## src/pkg/sfw_consts.svh

```systemverilog
`ifndef SFW_CONSTS_SVH
`define SFW_CONSTS_SVH

// register byte offsets on the bus
`define SFW_OFS_STATUS 12'h000
`define SFW_OFS_BANK 12'h004

// bit positions inside the status word
`define SFW_BIT_UFA 5
`define SFW_BIT_BSH 4
`define SFW_BIT_BSL 3
`define SFW_BIT_RANGE 2
`define SFW_BIT_UFB 1
`define SFW_BIT_PAR 0

// reset values
`define SFW_STATUS_RST 8'h00
`define SFW_BANK_RST 2'h0
`define SFW_BASE_RST 5'h00
`define SFW_RDATA_RST 32'h0000_0000

// low address bits inside one bank of eight working registers
`define SFW_BANK_LOW 3'h0

// largest product that still fits in one byte
`define SFW_PRODUCT_MAX 16'h00ff

// divisor value that makes a quotient undefined
`define SFW_DIVISOR_ZERO 8'h00

`endif

```

## src/pkg/sfw_pkg.sv

```systemverilog
package sfw_pkg;

	// arithmetic operation reported by the core datapath
	typedef enum logic [2:0] {
		SFW_OP_NONE,
		SFW_OP_ADD,
		SFW_OP_ADD_CARRY,
		SFW_OP_SUB_BORROW,
		SFW_OP_PRODUCT,
		SFW_OP_DIV
	} sfw_op_kind_t;

	// one finished operation with its intermediate results
	typedef struct packed {
		sfw_op_kind_t kind; // operation type, none when idle
		logic cb6; // carry out of, or borrow into, bit 6
		logic cb7; // carry out of, or borrow into, bit 7
		logic [15:0] product; // full product of a product operation
		logic [7:0] divisor; // second operand before a quotient operation
	} sfw_op_t;

	// register bus slave states
	typedef enum logic {
		SFW_BUS_IDLE,
		SFW_BUS_ACCESS
	} sfw_bus_state_t;

endpackage

```

## src/rtl/sfw_range_calc.sv

```systemverilog
`timescale 1ns/100ps
`include "sfw_consts.svh"

// works out the signed range flag for one finished operation
module sfw_range_calc (
	// operation from the datapath
	input wire sfw_pkg::sfw_op_t op,
	// flag update
	output logic update,
	output logic value
);
	import sfw_pkg::*;

	// pick the flag rule by operation type
	always_comb begin
		update = 1'b1;
		value = 1'b0;
		case (op.kind)
			SFW_OP_ADD, SFW_OP_ADD_CARRY: begin
				// exactly one of the two carries
				value = op.cb6 ^ op.cb7;
			end
			SFW_OP_SUB_BORROW: begin
				// exactly one of the two borrows
				value = op.cb6 ^ op.cb7;
			end
			SFW_OP_PRODUCT: begin
				// product no longer fits in one byte
				value = op.product > `SFW_PRODUCT_MAX;
			end
			SFW_OP_DIV: begin
				// zero divisor, otherwise cleared
				value = op.divisor == `SFW_DIVISOR_ZERO;
			end
			default: begin
				// no operation leaves the flag alone
				update = 1'b0;
			end
		endcase
	end

endmodule

```

## src/rtl/sfw_status_word.sv

```systemverilog
// Decided for this implementation: the register addresses and the APB register port.
`timescale 1ns/100ps
`include "sfw_consts.svh"

module sfw_status_word #(
	parameter int ADDR_W = 12
) (
	// clock and reset
	input wire logic clk,
	input wire logic reset,
	// register bus
	input wire logic psel,
	input wire logic penable,
	input wire logic pwrite,
	input wire logic [ADDR_W-1:0] paddr,
	input wire logic [31:0] pwdata,
	input wire logic [3:0] pstrb,
	output logic [31:0] prdata,
	output logic pready,
	output logic pslverr,
	// core datapath
	input wire sfw_pkg::sfw_op_t op,
	input wire logic [7:0] acc_value,
	// status word fields
	output logic user_flag_a,
	output logic [1:0] bank_select,
	output logic signed_range_flag,
	output logic user_flag_b,
	output logic parity_flag,
	// base address of the working registers
	output logic [4:0] bank_base_addr
);
	import sfw_pkg::*;

	// reset image of the whole word, the single-bit flag fields are picked out bit by bit
	localparam logic [7:0] STATUS_RST = `SFW_STATUS_RST;

	// bus slave state
	sfw_bus_state_t state;
	// setup phase seen in idle
	logic bus_setup;
	// transfer completes at this edge
	logic bus_done;
	// address decode
	logic hit_status;
	logic hit_bank;
	// software write to the status word
	logic wr_status;
	// read mux result
	logic [31:0] next_rdata;
	// unmapped access
	logic next_err;
	// next bank selection
	logic [1:0] next_bank_select;
	// flag update from the datapath
	logic hw_update;
	logic hw_value;

	// overflow rules per operation
	sfw_range_calc u_calc (
		.op(op),
		.update(hw_update),
		.value(hw_value)
	);

	// bus phase strobes
	assign bus_setup = (state == SFW_BUS_IDLE) && psel && !penable;
	assign bus_done = psel && penable && pready;

	// address decode
	always_comb begin
		hit_status = 1'b0;
		hit_bank = 1'b0;
		if (paddr == ADDR_W'(`SFW_OFS_STATUS)) begin
			hit_status = 1'b1;
		end else if (paddr == ADDR_W'(`SFW_OFS_BANK)) begin
			hit_bank = 1'b1;
		end
	end

	// write only lands with the low byte lane enabled
	assign wr_status = bus_done && pwrite && hit_status && pstrb[0];

	// read data for the addressed register
	always_comb begin
		next_rdata = `SFW_RDATA_RST;
		next_err = 1'b0;
		if (hit_status) begin
			next_rdata[`SFW_BIT_UFA] = user_flag_a;
			next_rdata[`SFW_BIT_BSH] = bank_select[1];
			next_rdata[`SFW_BIT_BSL] = bank_select[0];
			next_rdata[`SFW_BIT_RANGE] = signed_range_flag;
			next_rdata[`SFW_BIT_UFB] = user_flag_b;
			next_rdata[`SFW_BIT_PAR] = parity_flag;
		end else if (hit_bank) begin
			next_rdata[4:0] = bank_base_addr;
		end else begin
			// unmapped address answers with an error
			next_err = 1'b1;
		end
	end

	// bus slave: answer one cycle after setup, no wait states
	always_ff @(posedge clk) begin
		if (reset) begin
			state <= SFW_BUS_IDLE;
			pready <= 1'b0;
		end else begin
			case (state)
				SFW_BUS_IDLE: begin
					if (bus_setup) begin
						state <= SFW_BUS_ACCESS;
						pready <= 1'b1;
					end
				end
				SFW_BUS_ACCESS: begin
					// access always ends in this cycle
					state <= SFW_BUS_IDLE;
					pready <= 1'b0;
				end
				default: begin
					state <= SFW_BUS_IDLE;
					pready <= 1'b0;
				end
			endcase
		end
	end

	// read data and error latched at setup
	always_ff @(posedge clk) begin
		if (reset) begin
			prdata <= `SFW_RDATA_RST;
			pslverr <= 1'b0;
		end else if (bus_setup) begin
			prdata <= pwrite ? `SFW_RDATA_RST : next_rdata;
			pslverr <= next_err;
		end else if (bus_done) begin
			prdata <= `SFW_RDATA_RST;
			pslverr <= 1'b0;
		end
	end

	// user flag a: only software touches it
	always_ff @(posedge clk) begin
		if (reset) begin
			user_flag_a <= STATUS_RST[`SFW_BIT_UFA];
		end else if (wr_status) begin
			user_flag_a <= pwdata[`SFW_BIT_UFA];
		end
	end

	// user flag b: only software touches it
	always_ff @(posedge clk) begin
		if (reset) begin
			user_flag_b <= STATUS_RST[`SFW_BIT_UFB];
		end else if (wr_status) begin
			user_flag_b <= pwdata[`SFW_BIT_UFB];
		end
	end

	// bank selection follows a software write
	assign next_bank_select = wr_status ?
		{pwdata[`SFW_BIT_BSH], pwdata[`SFW_BIT_BSL]} : bank_select;

	// bank select and the matching working register base
	always_ff @(posedge clk) begin
		if (reset) begin
			bank_select <= `SFW_BANK_RST;
			bank_base_addr <= `SFW_BASE_RST;
		end else begin
			bank_select <= next_bank_select;
			bank_base_addr <= {next_bank_select, `SFW_BANK_LOW};
		end
	end

	// signed range flag: datapath result wins over a software write
	always_ff @(posedge clk) begin
		if (reset) begin
			signed_range_flag <= STATUS_RST[`SFW_BIT_RANGE];
		end else if (hw_update) begin
			signed_range_flag <= hw_value;
		end else if (wr_status) begin
			signed_range_flag <= pwdata[`SFW_BIT_RANGE];
		end
	end

	// parity of the accumulator, rebuilt every cycle, never written
	always_ff @(posedge clk) begin
		if (reset) begin
			parity_flag <= STATUS_RST[`SFW_BIT_PAR];
		end else begin
			parity_flag <= ^acc_value;
		end
	end
endmodule

```

## config.mk

```make
export PLATFORM = sky130hd
export DESIGN_NAME = sfw_status_word
export DESIGN_NICKNAME = d
export VERILOG_FILES = /design/src/pkg/sfw_pkg.sv /design/src/rtl/sfw_range_calc.sv /design/src/rtl/sfw_status_word.sv
export VERILOG_INCLUDE_DIRS = /design/src /design/src/pkg
export SDC_FILE = /design/constraint.sdc
export NUM_CORES = 1
export LEC_CHECK = 0
export BUFFER_PORTS_ARGS = -buffer_cell sky130_fd_sc_hd__buf_4
export CAP_MARGIN = 10
export CORE_ASPECT_RATIO = 1.5
export CORE_MARGIN = 3
export CORE_UTILIZATION = 32
export DETAILED_ROUTE_END_ITERATION = 10
export GPL_ROUTABILITY_DRIVEN = 0
export MAX_ROUTING_LAYER = met4
export PLACE_DENSITY = 0.89
export SLEW_MARGIN = 20
export SYNTH_ARGS = -nofsm -noshare
export SYNTH_HDL_FRONTEND = slang
export SYNTH_SLANG_ARGS = --single-unit
```

## constraint.sdc

```tcl
create_clock -name clk -period 2.15 [get_ports clk]
set_input_delay 0.5375 -clock clk [delete_from_list [all_inputs] [get_ports clk]]
set_output_delay 0.5375 -clock clk [all_outputs]
set_load 0.02 [all_outputs]
```

After elaboration in Yosys (flattened, before gate mapping). Index checks and enable logic that the tools add are counted.

Order comparisons: 1. Eq/ne operators: 7. Mux-type cells: 22. Bitwise logic cells: 2. Reductions and logical operators: 15.

Operators with widths (count): 32-bit two-way mux (2); 16-bit by 8-bit > comparator with 1-bit output (second input constant) (1); 1-bit two-way mux (13); 12-bit by 3-bit == test with 1-bit output (second input constant) (1); 12-bit logical NOT (1); 5-bit two-way mux (2); 8-bit logical NOT (1); 8-bit parity (1); 1-bit logical AND (7); 3-bit by 2-bit == test with 1-bit output (second input constant) (2); 3-bit == test (second input constant) (2); 6-bit two-way mux (1); 5-bit OR reduction (1); 1-bit one-hot mux with 2 select lines (2); 2-bit nonzero test (2); 3-bit by 1-bit == test with 1-bit output (second input constant) (1); 1-bit one-hot mux with 3 select lines (1); 3-bit OR reduction (1); 2-bit two-way mux (1); 2-bit != test (second input constant) (1); 1-bit logical NOT (1); 1-bit NOT (1); 1-bit XOR (1).

Register bits after elaboration: 44. Input bits: 90. Output and inout bits: 45. Logic and storage cells: 57.

Logic depth before layout (Yosys ltp). Gate-level depths: netlist of run 1.

Word-level depth: 7. Gate-level depth with buffers: 5. Depth with buffers taken out: 4.

Hierarchy. A second synthesis of run 1 with hierarchy kept.

Cells, all modules: 108. Area, all modules: 1018.5 um^2.

By module, submodules not included: sfw_status_word (instances 1, cells an instance 96, area each 933.4 um^2); sfw_range_calc (instances 1, cells an instance 12, area each 85.1 um^2).

Least setup slack after synthesis of run 1. OpenSTA, ideal clock, no wires.

Kind: input port to flip-flop. Start point: input port paddr[11]. End point: register bank_base_addr[3]. Library setup time: 132 ps. Data arrival time: 1724 ps. Data required time: 2018 ps. Setup slack: 294 ps. Cell stages on the path: 4. Path buffers: 0. Path through: or4_4 -> or3_4 -> o21ai_1 -> a21oi_1.

Longest elaborated chain between the ends: 5.

Ends and longest elaborated chain: start, declared (RTL line sfw_status_word.sv:15) `input wire logic [ADDR_W-1:0] paddr,`; 12-bit logical NOT (RTL line sfw_status_word.sv:74) `` if (paddr == ADDR_W'(`SFW_OFS_STATUS)) begin ``; 1-bit two-way mux (RTL line sfw_status_word.sv:74); 1-bit logical AND (2 in series) (RTL line sfw_status_word.sv:82) `assign wr_status = bus_done && pwrite && hit_status && pstrb[0];`; 2-bit two-way mux (RTL line sfw_status_word.sv:162) `assign next_bank_select = wr_status ?`; end signal, assigned (RTL line sfw_status_word.sv:169) `` bank_base_addr <= `SFW_BASE_RST; ``; end signal, assigned (RTL line sfw_status_word.sv:172) `` bank_base_addr <= {next_bank_select, `SFW_BANK_LOW}; ``; end, declared (RTL line sfw_status_word.sv:31) `output logic [4:0] bank_base_addr`.

Every way passes these cells. A chain may end at the register's enable or synchronous reset.

Worst setup path in the final report of run 1.
Start point: input port paddr[11]. End point: register user_flag_a.

Longest elaborated chain between the ends: 4.

Ends and longest elaborated chain: 12-bit logical NOT (RTL line sfw_status_word.sv:74); 1-bit two-way mux (RTL line sfw_status_word.sv:74); 1-bit logical AND (2 in series) (RTL line sfw_status_word.sv:82); end signal, assigned (RTL line sfw_status_word.sv:146) `` user_flag_a <= STATUS_RST[`SFW_BIT_UFA]; ``; end signal, assigned (RTL line sfw_status_word.sv:148) `` user_flag_a <= pwdata[`SFW_BIT_UFA]; ``; end, declared (RTL line sfw_status_word.sv:25) `output logic user_flag_a,`.

Every way passes these cells.

==> results of run 1 <==
==> synth_stat cells, types with 2 or more instances <==
cell type and n:
nor3_1 4, nand3_1 4, a21oi_1 7, dfxtp_1 15, nor2_1 8, buf_4 31, inv_1 2, o21ai_1 4
a211oi_1 2, nor4_1 4, or4_4 3, nand2_1 2, xnor2_1 5, xor2_1 3, a22oi_1 6
==> power groups by stage <==
stage	logic (mW)	registers (mW)	clock network, mW
6_report	0.215	0.295	0.227
5_1_grt	0.231	0.297	0.244
4_1_cts	0.215	0.295	0.233
3_5_place_dp	0.215	0.301	0
3_3_place_gp	0.211	0.301	0
2_1_floorplan	0.143	0.311	0
==> registers in the layout, summed over array words and instances, names as in the netlist <==
signal             cells
bank_base_addr         2
user_flag_a            1
signed_range_flag      1
prdata                 6
pslverr                1
user_flag_b            1
parity_flag            1
pready                 1
state                  1
==> kinds of logic (layout without fill, tap and decap cells) <==
| group | after synthesis | after routing | synth area share |
|---|---|---|---|
| AO/OA/AOI/OAI | 24 | 24 | 0.154 |
| XOR/XNOR | 8 | 8 | 0.0658 |
| buffers and inverters | 35 | 74 | 0.233 |
| flip-flops | 15 | 15 | 0.282 |
| multiplexers | 1 | 1 | 0.0106 |
| other | 1 | 29 | 0.00352 |
| AND/OR/NAND/NOR | 38 | 38 | 0.251 |
==> worst max-delay path: stages <==
cell and delay, ns:
buf_4 0.11, or4_4 0.58, or3_4 0.44, o21ai_1 0.14, a21oi_1 0.08
==> layout make-up <==
| class | instances | area [um^2] |
|---|---|---|
| clock buffer | 3 | 41.3 |
| clock inverter | 1 | 5.00 |
| fill | 304 | 1620 |
| inverter | 2 | 7.51 |
| multi-input combinational | 100 | 622 |
| sequential | 15 | 300 |
| tap | 40 | 50.0 |
| timing repair buffer | 68 | 510 |
==> final timing paths <==
| check | from | to | slack [ns] | cells after the start |
|---|---|---|---|---|
| setup / recovery | paddr[11] | user_flag_a | 0.39 | 5 |
| hold reg to reg | pslverr | pslverr | 0.46 | 2 |
| setup reg to reg | state | prdata[4] | 0.51 | 4 |
| hold / removal | pslverr | pslverr | 0.46 | 2 |
==> metal layers <==
| metal | part of all wire | vias up |
|---|---|---|
| li1 | - | 516 |
| met1 | 0.31 | 467 |
| met5 | 0 | - |
| met3 | 0.12 | 2 |
| met4 | 0.0052 | 0 |
| met2 | 0.56 | 71 |
==> flow_summary.yaml, run 1 <==
power_and_ir_drop:
  p_sw_mw: 0.218
  p_seq_frac: 0.400
  swShare: 0.296
  combPwrFrac: 0.292
  power_density_nw_per_um2: 479
  peakVddDrop_v: 0.000375
  total_power_mw: 0.737
  p_int_mw: 0.519
  pwr-share-clk: 0.308
  power_leakage_nw: 0.730
clocking:
  cts_tree: "built"
  cts_buffers: 3
  cts_resized: 0
  clk-insertion-delay-late_ns: 0.25
  cts-root-buf: "clkbuf_8"
  cts_sinks: 15
  cts_hold_buf: 0
  clk_path_buf_depth: 2
  cts_setup_buffers: 0
  path_clk_slew_ns: 0.06
  cts_max_level: 1
global_routing:
  grt_max_degree: 16
  grt_overflow: 0
  grt_pass1_wl_um: 3830
  antenna_found_initial: 0
  grt_busiest_layer: "met2"
  grt_pass1_vias: 917
  use_met1: 0.112
  grt_util_all_layers: 0.125
  use_met3: 0.0196
  use_met2: 0.255
drt:
  first_pass_iters: 4
  viasPerCell: 4.61
  ant_nets: 0
  drtIter0Drc: 19
  wire_per_inst_um: 11.8
  vias: 1056
  remaining_drc_errors: 0
  wirelength_um: 2690
run:
  maxCapViolations: 0
sta:
  timing.hold.ws_ns: 0.456
  fin_crit_sh: 0.819
  hold_violations: 0
  slew_headroom: 0.597
  fin_ws_ns: 0.389
  fin_crit_ns: 1.76
  fmax_ghz: 0.568
  tightest_slew_ns: 0.602
  finClkSkew_ns: 0.00427
  setup-tns-final_ns: 0
  slew_violations: 0
  rsz0062_at_grt: "false"
  setup_violations: 0
critical_path:
  worstPathRequired_ns: 2.28
  worstSetupStartpointType: "primary input"
  path_class: "in -> reg"
  worstPathArrival_ns: 1.89
  cp_max_fo: 5
  critPathCaptureType: "flip-flop"
place:
  dp_slack_ns: 0.130
  io_buffers: 67
  placed_area_um2: 1490
  dp.cells: 225
  hpwl_um: 2390
synth:
  syn_inst: 122
  synth_warnings: 0
  synthFlopType: "dfxtp_1"
  yosysSeqAreaShare: 0.282
  ys_seq_elements: 15
  async_flop_share: 0
  syn-cell-area_um2: 1060
  synth_edf_count: 0
  synthTopCellsByArea: "dfxtp_1 28%, buf_4 22%, a22oi_1 4.2%"
  synth.avg_cell_area_um2: 8.73
  synth_top_area_frac: 0.282
  synth_area_leader_cell: "dfxtp_1"
  yosysUniqueCellTypes: 37
final_layout:
  utilization: 0.486
  layout_commonest_cell: "buf_4"
  fin_cells: 229
  fin_nets: 280
  drive_above_1_share: 0.439
  final_cell_mix: "68 x buf_4, 29 x conb_1, 15 x dfxtp_1"
  antenna_cells: 0
  area_growth_pct: 44.3
  fin_area_um2: 1540
floorplanning:
  dieHeight_um: 76.6
  initial_core_util: 0.337
  die_w_um: 53.1
  rows: 25
  ios: 135
  fp.dieArea_um2: 4070
  core_area_um2: 3160
outcome:
  status: "finished, final reports clean"
worst_hold_path:
  hold_path.class: "reg -> reg"
Power figures use the tool's default switching activity.
==> run 2: changes to the inputs <==
--- a/config.mk
+++ b/config.mk
@@ -10,11 +10,11 @@
 export CAP_MARGIN = 10
 export CORE_ASPECT_RATIO = 1.5
 export CORE_MARGIN = 3
-export CORE_UTILIZATION = 32
+export CORE_UTILIZATION = 29
 export DETAILED_ROUTE_END_ITERATION = 10
 export GPL_ROUTABILITY_DRIVEN = 0
 export MAX_ROUTING_LAYER = met4
-export PLACE_DENSITY = 0.89
+export PLACE_DENSITY = 0.86
 export SLEW_MARGIN = 20
 export SYNTH_ARGS = -nofsm -noshare
 export SYNTH_HDL_FRONTEND = slang
==> constraint.sdc (replaced) <==
create_clock -name clk -period 1.6 [get_ports clk]
set_input_delay 0.4 -clock clk [delete_from_list [all_inputs] [get_ports clk]]
set_output_delay 0.4 -clock clk [all_outputs]
set_load 0.02 [all_outputs]
==> run 2 against run 1 <==
  * Clock skew decreased by 0.0030 ns
  * Hold slack lost 0.038 ns
  * Routed wire length fell by 1.6%
==> flow_summary.yaml, run 2 (synthesized netlist as in run 1, its figures left out) <==
outcome:
  status: "finished, final reports clean"
critical_path:
  r2r-start: "state"
  worstPathArrival_ns: 1.73
  r2r_setup_slack_ns: 0.04
  max_stage_delay_ns: 0.58
  cp.buffers_inverters: 1
  worstSetupStartpointType: "primary input"
  path_class: "in -> reg"
  reg2reg_to: "prdata[5]"
  critPathTopFamily: "simple AND/OR/NAND/NOR gates"
  critPathCaptureType: "flip-flop"
  worstPathCellList: "buf_6 > or4_4 > or3_4 > o21ai_2 > a21oi_2"
  worstPathRequired_ns: 1.74
  r2r_cells: 4
  cp_max_fo: 5
  slowest_stage: "or4_4"
clocking:
  cts_buffers: 3
  clk-insertion-delay-late_ns: 0.25
  cts_max_level: 1
  cts_hold_buf: 0
  path_clk_slew_ns: 0.06
  cts-root-buf: "clkbuf_8"
  cts_tree: "built"
  clk_path_buf_depth: 2
  cts_sinks: 15
drt:
  wire_per_inst_um: 11.1
  drtIter0Drc: 11
  first_pass_iters: 4
  ant_nets: 0
  vias: 1084
  wirelength_um: 2650
  viasPerCell: 4.55
  remaining_drc_errors: 0
floorplanning:
  core_area_um2: 3480
  fp.dieArea_um2: 4450
  die_w_um: 55.5
  rows: 26
  ios: 135
  initial_core_util: 0.306
  dieHeight_um: 80.2
final_layout:
  layout_commonest_cell: "buf_4"
  drive_above_1_share: 0.474
  antenna_cells: 0
  fin_cells: 238
  area_growth_pct: 52.3
  max_flop_register: "prdata"
  largest_reg_flops: 6
  num-fill-cells: 325
  final_cell_mix: "70 x buf_4, 29 x conb_1, 15 x dfxtp_1"
  multiInputGateArea_um2: 633
  ff_latch_area_um2: 300
  fin_nets: 287
  reg_top3: "prdata x6, bank_base_addr x2"
global_routing:
  antenna_found_initial: 0
  grt_util_all_layers: 0.114
  grt_pass1_vias: 964
  grt_max_degree: 16
  grt_overflow: 0
  grt_pass1_wl_um: 3950
worst_hold_path:
  holdPathEnd: "user_flag_a"
  worstHoldStart: "pwdata[5]"
  min_path_cells: 3
  hold_path.class: "in -> reg"
sta:
  tightest_slew_ns: 0.609
  timing.hold.ws_ns: 0.418
  rsz0062_at_grt: "true"
  setup-tns-final_ns: 0
  fmax_ghz: 0.629
  fin_crit_sh: 0.993
  setup_violations: 0
  slew_headroom: 0.592
  finClkSkew_ns: 0.00130
  hold_violations: 0
  fin_crit_ns: 1.59
  slew_violations: 0
  fin_ws_ns: 0.0106
power_and_ir_drop:
  peakVddDrop_v: 0.000442
  power_leakage_nw: 0.772
  power_density_nw_per_um2: 616
place:
  hpwl_um: 2320
  dp_slack_ns: -0.244
  io_buffers: 67
  dp.cells: 234
run:
  maxCapViolations: 0
==> run 2: changes by cell type in the layout (fill, tap and decap cells not counted), sizes merged <==
| cell | before | now |
|---|---|---|
| buf | 68 | 75 |
==> run 2: area by class of cell <==
class	count	share of cell area
well taps	42	0.0324
multi-input cells	100	0.390
repair buffers	75	0.359
clock inverters	1	0.00309
clock buffers	3	0.0255
inverters	2	0.00463
flip-flops and latches	15	0.185
==> run 2: worst max path at each step <==
stage                        start           endpoint  slack, ns  cells past startpoint
after floorplan           paddr[3]  bank_base_addr[3]      -0.09                      4
after global placement    paddr[5]        user_flag_a      -0.23                      5
after detailed placement  paddr[5]        user_flag_b      -0.24                      5
after CTS                    state          prdata[1]       0.02                      4
after global routing      paddr[5]        user_flag_a      -0.02                      5
final                     paddr[5]        user_flag_b       0.01                      5
==> run 2: per-layer routing <==
layer,vias up,GRT usage,share of wire
li1,530,-,-
met4,0,0.0438,0.013
met5,-,-,0
met2,67,0.227,0.56
met3,5,0.0241,0.11
met1,482,0.102,0.32
==> run 2: report_power, final <==
part	leakage (nW)	switching (mW)	internal, mW
Clock	0.0255	0.133	0.172
Combinational	0.625	0.152	0.147
Sequential	0.122	0.00820	0.387
Total	0.772	0.293	0.706
==> run 2: tightest hold or removal path, cell delays in order <==
cell and delay [ns]:
buf_4 0.11, nand3_1 0.06, a21oi_1 0.06
==> run 2: repair_timing <==
item / 4_1_cts / 5_1_grt
buffers inserted: 0 / 0
resized for setup: 0 / 8
setup endpoints to repair: 0 / 10
==> run 2: through the flow <==
| stage | cell area (um^2) | total power, mW | utilization |
|---|---|---|---|
| floorplan | 1170 | 0.609 | - |
| global placement | 1550 | 0.695 | 0.444 |
| detailed placement | 1550 | 0.699 | 0.444 |
| CTS | 1590 | 1.01 | 0.457 |
| global route | 1620 | 1.05 | 0.466 |
| finish | 1620 | 1.00 | 0.466 |
